`config.mk`:
```
export PLATFORM = sky130hd
export DESIGN_NAME = wit_watchdog_top
export DESIGN_NICKNAME = d
export VERILOG_FILES = /design/src/hdl/wit_pkg.sv /design/src/hdl/wit_prescaler.sv /design/src/hdl/wit_pulse_stretch.sv /design/src/hdl/wit_watchdog_top.sv
export SDC_FILE = /design/constraint.sdc
export NUM_CORES = 1
export LEC_CHECK = 0
export ABC_CLOCK_PERIOD_IN_PS = 1900
export BUFFER_PORTS_ARGS = -buffer_cell sky130_fd_sc_hd__buf_2
export CORE_ASPECT_RATIO = 1.4
export CORE_MARGIN = 2
export CORE_UTILIZATION = 51
export DETAILED_ROUTE_END_ITERATION = 7
export GPL_TIMING_DRIVEN = 0
export MAX_ROUTING_LAYER = met4
export PLACE_DENSITY = 0.77
export SETUP_SLACK_MARGIN = 0.2
export SLEW_MARGIN = 15
export SYNTH_ARGS = -nofsm -noshare
export SYNTH_HDL_FRONTEND = slang
export SYNTH_SLANG_ARGS = --single-unit
export TNS_END_PERCENT = 50
```
`constraint.sdc`:
```
create_clock -name ref_clk_in -period 1.9 [get_ports ref_clk_in]
set_input_delay 0.095 -clock ref_clk_in [delete_from_list [all_inputs] [get_ports ref_clk_in]]
set_output_delay 0.095 -clock ref_clk_in [all_outputs]
set_load 0.03 [all_outputs]
```
`src/hdl/wit_pkg.sv`:
```
// wit_pkg: addresses, keys, field positions, reset values and carriers
// for the watchdog / interval timer. Assumes a 100 MHz system clock.
// Notes on behaviour
// - reset-control resets on pin/standby, not self
// - watchdog flag sets on wrap, watchdog only
// - watchdog flag clears by zero after read
// - reset disabled: only counter and control reinitialise
// - select bit: zero power-on, one manual
// - reset-control low five bits read one
// - counter/control accept word writes only
// - shared address, high-byte key picks target
// - reset-control accepts word writes only
// - key A5 data 00 clears watchdog flag
// - key 5A copies bits six, five
// - byte reads at three distinct addresses
// - overflow output low for 128 cycles
// - enabled internal reset held 512 cycles
// - pin reset wins, watchdog flag cleared
// - internal reset kept apart from pin reset
// - interval mode interrupts on every overflow
// - interval flag and interrupt same cycle
// - standby refused while timer enabled
// - standby wake counts, wrap releases clock
// - counts only when enabled or waking, else zero
// - three-bit select picks eight clock divisions
// - interval flag clears by zero after read
// - counter write beats same-cycle increment
package wit_pkg;
    // register addresses
    localparam logic [31:0] WIT_ADDR_CTRL = 32'hFFFF_EC10;
    localparam logic [31:0] WIT_ADDR_CNT_RD = 32'hFFFF_EC11;
    localparam logic [31:0] WIT_ADDR_RST_WR = 32'hFFFF_EC12;
    localparam logic [31:0] WIT_ADDR_RST_RD = 32'hFFFF_EC13;
    // write keys
    localparam logic [7:0] WIT_KEY_A = 8'h5A;
    localparam logic [7:0] WIT_KEY_B = 8'hA5;
    localparam logic [7:0] WIT_WATCHDOG_OVERFLOW_FLAG_CLR_DATA = 8'h00;
    // field positions
    localparam int WIT_BIT_FLAG = 7;
    localparam int WIT_BIT_RESET_ENABLE_BIT = 6;
    localparam int WIT_BIT_RESET_SELECT_BIT = 5;
    // reset values and constant-one fields
    localparam logic [7:0] WIT_CNT_RESET = 8'h00;
    localparam logic [7:0] WIT_CNT_MAX = 8'hFF;
    localparam logic [1:0] WIT_CTRL_ONES = 2'h3;
    localparam logic [4:0] WIT_RST_ONES = 5'h1F;
    // timing counts, printed in system clock cycles
    localparam int WIT_OVF_OUT_CYC = 128;
    localparam int WIT_IRST_CYC = 512;
    localparam int WIT_PRESC_W = 13;
    // timer control/status fields
    typedef struct packed {
        logic flag;
        logic mode;
        logic timer_enable_bit;
        logic [2:0] cks;
    } wit_ctrl_t;
    // reset control/status fields
    typedef struct packed {
        logic watchdog_overflow_flag;
        logic reset_enable_bit;
        logic reset_select_bit;
    } wit_rst_t;
    // one bus access, sampled in its last state
    typedef struct packed {
        logic wr;
        logic rd;
        logic word;
        logic [31:0] addr;
        logic [15:0] wdata;
    } wit_bus_t;
endpackage : wit_pkg

```
`src/hdl/wit_prescaler.sv`:
```
// wit_prescaler: divides the system clock, one-cycle tick at the
// selected rate. Assumes run_in and sel_in come from the same clock.
`timescale 1ns/1ps
module wit_prescaler #(
    parameter int WIDTH = 13
) (
    // clock and reset
    input wire logic ref_clk_in,
    input wire logic rst_n_in,
    // control
    input wire logic run_in,
    input wire logic [2:0] sel_in,
    // rate pulse
    output logic tick_out
);
    logic [WIDTH-1:0] div_reg;
    logic [WIDTH-1:0] mask;

    initial begin
        if (WIDTH < 13) begin
            $error("wit_prescaler: WIDTH must be at least 13");
        end
    end

    // low-bit mask for the selected division: 2,64,128,256,512,1024,4096,8192
    function automatic logic [WIDTH-1:0] div_mask(input logic [2:0] sel);
        logic [WIDTH-1:0] m;
        m = '0;
        case (sel)
            3'h0: m[0] = 1'b1;
            3'h1: m[5:0] = '1;
            3'h2: m[6:0] = '1;
            3'h3: m[7:0] = '1;
            3'h4: m[8:0] = '1;
            3'h5: m[9:0] = '1;
            3'h6: m[11:0] = '1;
            default: m[12:0] = '1;
        endcase
        return m;
    endfunction : div_mask

    assign mask = div_mask(sel_in);
    assign tick_out = run_in && ((div_reg & mask) == mask);

    // held at zero while stopped so the first interval is a full one
    always_ff @(posedge ref_clk_in or negedge rst_n_in) begin
        if (!rst_n_in) begin
            div_reg <= '0;
        end else begin
            div_reg <= run_in ? div_reg + 1'b1 : '0;
        end
    end
endmodule : wit_prescaler

```
`src/hdl/wit_pulse_stretch.sv`:
```
// wit_pulse_stretch: turns a start pulse into a level held CYCLES
// cycles; a new start restarts the count. Output is a flop.
`timescale 1ns/1ps
module wit_pulse_stretch #(
    parameter int CYCLES = 128,
    parameter logic IDLE = 1'b0
) (
    // clock and reset
    input wire logic ref_clk_in,
    input wire logic rst_n_in,
    // trigger and stretched level
    input wire logic start_in,
    output logic pulse_out
);
    localparam int CW = $clog2(CYCLES + 1);
    localparam logic [CW-1:0] LOAD = CW'(CYCLES);
    logic [CW-1:0] cnt_reg;
    logic [CW-1:0] cnt_next;
    logic pulse_reg;

    initial begin
        if (CYCLES < 1) begin
            $error("wit_pulse_stretch: CYCLES must be at least 1");
        end
    end

    assign cnt_next = start_in ? LOAD : ((cnt_reg != '0) ? cnt_reg - 1'b1 : '0);
    assign pulse_out = pulse_reg;

    // active for exactly CYCLES cycles after the start edge
    always_ff @(posedge ref_clk_in or negedge rst_n_in) begin
        if (!rst_n_in) begin
            cnt_reg <= '0;
            pulse_reg <= IDLE;
        end else begin
            cnt_reg <= cnt_next;
            pulse_reg <= (cnt_next != '0) ? ~IDLE : IDLE;
        end
    end
endmodule : wit_pulse_stretch

```
`src/hdl/wit_watchdog_top.sv`:
```
// wit_watchdog_top: 8-bit watchdog / interval timer with keyed word
// writes and byte reads. Assumes the bus request is held one cycle per
// access on ref_clk_in, rst_n_in is the pin reset, and standby levels
// come from the power controller on the same clock.
`timescale 1ns/1ps
module wit_watchdog_top (
    // clock and pin reset
    input wire logic ref_clk_in,
    input wire logic rst_n_in,
    // register access
    input wire wit_pkg::wit_bus_t bus_req_in,
    output logic [7:0] rd_data_out,
    output logic rd_valid_out,
    // power-down control
    input wire logic hw_standby_in,
    input wire logic sw_standby_in,
    input wire logic nmi_in,
    output logic standby_block_out,
    output logic clock_release_out,
    // overflow pin, interrupt and internal resets
    output logic overflow_out_n,
    output logic interval_interrupt_out,
    output logic wd_power_on_reset_out,
    output logic wd_manual_reset_out
);
    wit_pkg::wit_ctrl_t ctrl_reg;
    wit_pkg::wit_ctrl_t ctrl_next;
    wit_pkg::wit_rst_t rst_reg;
    wit_pkg::wit_rst_t rst_next;
    logic [7:0] cnt_reg;
    logic [7:0] cnt_next;
    logic [7:0] rd_data_reg;
    logic rd_valid_reg;
    logic flag_seen_reg;
    logic watchdog_overflow_flag_seen_reg;
    logic wake_reg;
    logic release_reg;

    // access decode
    wire [7:0] key = bus_req_in.wdata[15:8];
    wire [7:0] dat = bus_req_in.wdata[7:0];
    wire wr_word = bus_req_in.wr && bus_req_in.word;
    wire hit_shared = wr_word && (bus_req_in.addr == wit_pkg::WIT_ADDR_CTRL);
    wire hit_rst = wr_word && (bus_req_in.addr == wit_pkg::WIT_ADDR_RST_WR);
    wire wr_cnt = hit_shared && (key == wit_pkg::WIT_KEY_A);
    wire wr_ctrl = hit_shared && (key == wit_pkg::WIT_KEY_B);
    wire wr_reset_enable_bit = hit_rst && (key == wit_pkg::WIT_KEY_A);
    wire wr_wclr = hit_rst && (key == wit_pkg::WIT_KEY_B)
                   && (dat == wit_pkg::WIT_WATCHDOG_OVERFLOW_FLAG_CLR_DATA);
    wire rd_byte = bus_req_in.rd && !bus_req_in.word;
    wire rd_ctrl = rd_byte && (bus_req_in.addr == wit_pkg::WIT_ADDR_CTRL);
    wire rd_cnt = rd_byte && (bus_req_in.addr == wit_pkg::WIT_ADDR_CNT_RD);
    wire rd_rst = rd_byte && (bus_req_in.addr == wit_pkg::WIT_ADDR_RST_RD);

    // counting and overflow events
    wire standby_init = hw_standby_in || sw_standby_in;
    wire counting = ctrl_reg.timer_enable_bit || wake_reg;
    wire tick;
    wire wrap = tick && (cnt_reg == wit_pkg::WIT_CNT_MAX) && !wr_cnt;
    wire wd_ovf = wrap && ctrl_reg.timer_enable_bit && ctrl_reg.mode && !standby_init;
    wire iv_ovf = wrap && ctrl_reg.timer_enable_bit && !ctrl_reg.mode && !standby_init;
    wire wake_ovf = wrap && wake_reg;
    wire irst_go = wd_ovf && rst_reg.reset_enable_bit;
    wire flag_clear = wr_ctrl && !dat[wit_pkg::WIT_BIT_FLAG] && flag_seen_reg;
    wire watchdog_overflow_flag_clear = wr_wclr && watchdog_overflow_flag_seen_reg;
    wire [7:0] ctrl_view = {ctrl_reg.flag, ctrl_reg.mode, ctrl_reg.timer_enable_bit,
                            wit_pkg::WIT_CTRL_ONES, ctrl_reg.cks};
    wire [7:0] rst_view = {rst_reg.watchdog_overflow_flag, rst_reg.reset_enable_bit, rst_reg.reset_select_bit,
                           wit_pkg::WIT_RST_ONES};

    // counter: the write takes the slot even when a tick lands with it
    always_comb begin
        cnt_next = cnt_reg;
        if (standby_init && !wake_reg) begin
            cnt_next = wit_pkg::WIT_CNT_RESET;
        end else if (wd_ovf) begin
            cnt_next = wit_pkg::WIT_CNT_RESET;
        end else if (wr_cnt) begin
            cnt_next = dat;
        end else if (!counting) begin
            cnt_next = wit_pkg::WIT_CNT_RESET;
        end else if (tick) begin
            cnt_next = cnt_reg + 8'h01;
        end
    end

    // timer control: software standby keeps the clock select for wake-up
    always_comb begin
        ctrl_next = ctrl_reg;
        if (hw_standby_in || wd_ovf) begin
            ctrl_next = '0;
        end else if (sw_standby_in) begin
            ctrl_next.flag = 1'b0;
            ctrl_next.mode = 1'b0;
            ctrl_next.timer_enable_bit = 1'b0;
        end else begin
            if (wr_ctrl) begin
                ctrl_next.mode = dat[6];
                ctrl_next.timer_enable_bit = dat[5];
                ctrl_next.cks = dat[2:0];
            end
            if (flag_clear) begin
                ctrl_next.flag = 1'b0;
            end
            if (iv_ovf) begin
                ctrl_next.flag = 1'b1;
            end
        end
    end

    // reset control: untouched by the block's own internal reset
    always_comb begin
        rst_next = rst_reg;
        if (standby_init) begin
            rst_next = '0;
        end else begin
            if (wr_reset_enable_bit) begin
                rst_next.reset_enable_bit = dat[wit_pkg::WIT_BIT_RESET_ENABLE_BIT];
                rst_next.reset_select_bit = dat[wit_pkg::WIT_BIT_RESET_SELECT_BIT];
            end
            if (watchdog_overflow_flag_clear) begin
                rst_next.watchdog_overflow_flag = 1'b0;
            end
            if (wd_ovf) begin
                rst_next.watchdog_overflow_flag = 1'b1;
            end
        end
    end

    // state registers; the pin reset is the asynchronous reset and wins
    always_ff @(posedge ref_clk_in or negedge rst_n_in) begin
        if (!rst_n_in) begin
            cnt_reg <= wit_pkg::WIT_CNT_RESET;
            ctrl_reg <= '0;
            rst_reg <= '0;
        end else begin
            cnt_reg <= cnt_next;
            ctrl_reg <= ctrl_next;
            rst_reg <= rst_next;
        end
    end

    // read-as-one memory for the clear-only flags
    always_ff @(posedge ref_clk_in or negedge rst_n_in) begin
        if (!rst_n_in) begin
            flag_seen_reg <= 1'b0;
            watchdog_overflow_flag_seen_reg <= 1'b0;
        end else begin
            flag_seen_reg <= ctrl_next.flag && (flag_seen_reg || (rd_ctrl && ctrl_reg.flag));
            watchdog_overflow_flag_seen_reg <= rst_next.watchdog_overflow_flag && (watchdog_overflow_flag_seen_reg || (rd_rst && rst_reg.watchdog_overflow_flag));
        end
    end

    // byte read data, one cycle after the request; other addresses read zero
    always_ff @(posedge ref_clk_in or negedge rst_n_in) begin
        if (!rst_n_in) begin
            rd_data_reg <= 8'h00;
            rd_valid_reg <= 1'b0;
        end else begin
            rd_valid_reg <= rd_byte;
            if (rd_ctrl) begin
                rd_data_reg <= ctrl_view;
            end else if (rd_cnt) begin
                rd_data_reg <= cnt_reg;
            end else if (rd_rst) begin
                rd_data_reg <= rst_view;
            end else if (rd_byte) begin
                rd_data_reg <= 8'h00;
            end
        end
    end

    // standby wake: nmi starts the count, the wrap hands the clock back
    always_ff @(posedge ref_clk_in or negedge rst_n_in) begin
        if (!rst_n_in) begin
            wake_reg <= 1'b0;
            release_reg <= 1'b0;
        end else begin
            release_reg <= wake_ovf;
            if (!sw_standby_in || wake_ovf) begin
                wake_reg <= 1'b0;
            end else if (nmi_in) begin
                wake_reg <= 1'b1;
            end
        end
    end

    wit_prescaler #(
        .WIDTH(wit_pkg::WIT_PRESC_W)
    ) u_presc (
        .ref_clk_in(ref_clk_in),
        .rst_n_in(rst_n_in),
        .run_in(counting),
        .sel_in(ctrl_reg.cks),
        .tick_out(tick)
    );

    // overflow pin and the selected reset kind start on the same edge
    wit_pulse_stretch #(
        .CYCLES(wit_pkg::WIT_OVF_OUT_CYC),
        .IDLE(1'b1)
    ) u_ovf_pin (
        .ref_clk_in(ref_clk_in),
        .rst_n_in(rst_n_in),
        .start_in(wd_ovf),
        .pulse_out(overflow_out_n)
    );

    // separate outputs keep the watchdog reset apart from the pin reset
    wit_pulse_stretch #(
        .CYCLES(wit_pkg::WIT_IRST_CYC),
        .IDLE(1'b0)
    ) u_por (
        .ref_clk_in(ref_clk_in),
        .rst_n_in(rst_n_in),
        .start_in(irst_go && !rst_reg.reset_select_bit),
        .pulse_out(wd_power_on_reset_out)
    );

    wit_pulse_stretch #(
        .CYCLES(wit_pkg::WIT_IRST_CYC),
        .IDLE(1'b0)
    ) u_manual (
        .ref_clk_in(ref_clk_in),
        .rst_n_in(rst_n_in),
        .start_in(irst_go && rst_reg.reset_select_bit),
        .pulse_out(wd_manual_reset_out)
    );

    // outputs straight from flops
    assign rd_data_out = rd_data_reg;
    assign rd_valid_out = rd_valid_reg;
    assign standby_block_out = ctrl_reg.timer_enable_bit;
    assign clock_release_out = release_reg;
    assign interval_interrupt_out = ctrl_reg.flag;

    // helper: length of the last internal reset level
    logic [9:0] irst_len_reg;
    wire irst_any = wd_power_on_reset_out || wd_manual_reset_out;
    always_ff @(posedge ref_clk_in or negedge rst_n_in) begin
        if (!rst_n_in) begin
            irst_len_reg <= 10'h000;
        end else begin
            irst_len_reg <= irst_any ? irst_len_reg + 10'h001 : 10'h000;
        end
    end
endmodule : wit_watchdog_top

```
==> metrics.md <==
| Metric | Value |
|---|---|
| Period utilization | `1.02` |
| Tmin final | `1.94 ns` |
| Setup WS post-layout | `-0.0435 ns` |
| Clk_lat worst skew | `0.37 ns` |
| Slew Limit Fails | `0` |
| Post-synth EDFFs | `0` |
| First-pass GRT wire length | `16300 um` |
| Critical Path AT | `2.20 ns` |
| Core ar. | `7750 sq um` |
| Nets@finish | `606` |
| Final setup viols | `20` |
| Overall Power | `3.13 mW` |
| Routed via count | `3692` |
| Largest fanout on the critical path | `8` |
| Leakage power | `2.32 nW` |
| Design area | `5440 sq um` |
| DP Area | `4610 sq um` |
| Number of flip-flops in the largest register | `13` |
| DIE AREA | `8720 sq um` |
| Pre-Repair DR Iteration Count | `5` |
| Slew @ Worst Pin | `0.637 ns` |
| Critical path class | `flop to flop` |
| PwrDens | `575 nW/um^2` |
| Status | `finished, violations left` |
| Distinct cells, synth | `64` |
| Final wirelength | `10500 um` |
| Worst setup EP type | `flop` |
| Non-Filler Instances | `649` |
| Fill cell count | `546` |
| Unrepaired setup endpoints after global routing | `true` |
| Cells after Synth | `429` |
| CTS tree | `built` |
| CTS Sinks | `74` |
| Peak supply drop | `0.441 mV` |
| Layout area overhead | `33.7%` |
| GRT Resource Usage Total | `0.252` |
| Async SR Flop Fraction | `1.00` |
| Post-Place Cells | `598` |
| Clock tree buffer depth | `2` |
| DRC violations left | `0` |
| Die X-Extent | `79.5 um` |
| Predominant post-synthesis flop cell | `dfrtp_1` |
| Mapped cell area | `4070 sq um` |
| Synth Net Count | `491` |
| # IOs | `71` |
| Failing checks | `setup timing` |
| Flops & latches, synth | `74` |
| Final Hold Viols | `0` |
| Max_slew headroom | `0.575` |
| Gr ovfl total | `0` |
| I/O Buffers | `68` |
| CTS root buf | `clkbuf_8` |
| Initial antenna violation count | `0` |
| Starting Density | `0.525` |
| Pre-CTS setup slack | `-0.374 ns` |
| Hold WC Path Type | `input pin to flop` |
| Dpl hpwl | `6950 um` |
| Mean Syn Cell Area | `9.48 sq um` |
| Most common cell after layout, fill and taps aside | `buf_2` |
| Final core occ | `0.701` |
| TritonCTS buffer count | `9` |
| Pin count of the biggest net entering global routing | `50` |
| Die Ht | `110 um` |
| Clock-pin slew on the worst setup and hold paths | `0.07 ns` |
| Min Hold Slack | `0.0238 ns` |
| Most frequent cells in the layout | `buf_2 (66), nor2_1 (65), dfrtp_1 (65)` |
| Reg-to-reg setup timing slack | `-0.04 ns` |
| Initial drt markers | `162` |
| Synth warnings | `0` |
| ANT nets after route | `0` |
| Setup TNS | `-0.449 ns` |
| DR vias/cell | `5.69` |
| Required @ worst endpoint | `2.16 ns` |
| Clock Skew | `0.00617 ns` |
| Final GP Congestion | `0.861` |
| Proportion of layout cells with a drive suffix above 1 | `0.337` |
| Startpoint types | `flop` |
| # rows | `38` |
| Inserted Diodes | `0` |
| Number of max-cap violations | `0` |
| WL/cell | `16.2 um` |
| Peak Freq | `515 MHz` |
| Vias in the first global route | `3559` |
| H-tree depth | `3` |
| Sequential cell area fraction in the yosys report | `0.456` |
worst paths after layout:
path                            cells after the start             endpoint             start
worst max-delay path                                7     u_por.cnt_reg[2]       ctrl_reg[0]
max in group asynchronous                           3  u_ovf_pin.pulse_out          rst_n_in
worst max register to register                      7     u_por.cnt_reg[2]       ctrl_reg[0]
min in group asynchronous                           2           cnt_reg[4]          rst_n_in
worst min-delay path                                3           cnt_reg[6]     bus_req_in[6]
worst min register to register                      1     u_por.cnt_reg[0]  u_por.cnt_reg[0]
routing by layer:
| layer | vias up | wire length (um) | track usage |
|---|---|---|---|
| li1 | 1742 | - | - |
| met1 | 1792 | 4090 | 0.290 |
| met4 | 0 | 461 | 0.139 |
| met3 | 37 | 494 | 0.0452 |
| met5 | - | 0 | - |
| met2 | 121 | 5450 | 0.416 |
critical path, cell delays in order (launching register included):
cell and delay, ns:
dfrtp_2 0.46, nor2b_4 0.15, o221a_4 0.29, nor4_4 0.22, buf_6 0.17, and3_4 0.24
a31o_4 0.25, nor2_1 0.06
cells by family after synthesis:
group	synth area share
AND/OR/NAND/NOR	0.301
flip-flops	0.456
AO/OA/AOI/OAI	0.115
XOR/XNOR	0.0689
buffers and inverters	0.0240
multiplexers	0.0172
adder cells (fa/ha/maj)	0.0185
cells in the mapped netlist (all sizes together), types with 9 or more instances:
master  number  share of area
dfrtp       73           0.45
nor2        71          0.066
nand2       40          0.037
o21ai       21          0.026
nand3       20          0.025
xor2        18          0.039
inv         16          0.015
a21oi       15          0.020
nor3        15          0.022
xnor2       14          0.030
nand4       11          0.022
nor4         9          0.032
or3          9          0.015
layout make-up:
type | instances | area [sq um] | share of cell area
Inverter | 16 | 60.1 | 0.0110
Clock inverter | 5 | 52.6 | 0.00967
Tap cell | 100 | 125 | 0.0230
Timing Repair Buffer | 104 | 682 | 0.125
Clock buffer | 11 | 151 | 0.0278
Buffer | 8 | 45.0 | 0.00829
Multi-Input combinational cell | 331 | 2460 | 0.452
Sequential cell | 74 | 1860 | 0.343
repair_timing:
action                     4_1_cts  5_1_grt
setup endpoints to repair       50       56
hold buffers                     9        0
gates resized for setup         26       50
pin swaps                        8       27
hold endpoints to repair        34        0
setup buffers                   10       16
power by group:
part           switching (mW)  total (mW)  internal [mW]
Clock                   0.600        1.27          0.671
Combinational           0.152       0.254          0.102
Sequential             0.0149        1.60           1.59
Total                   0.767        3.13           2.36
Power figures use the tool's default switching activity.
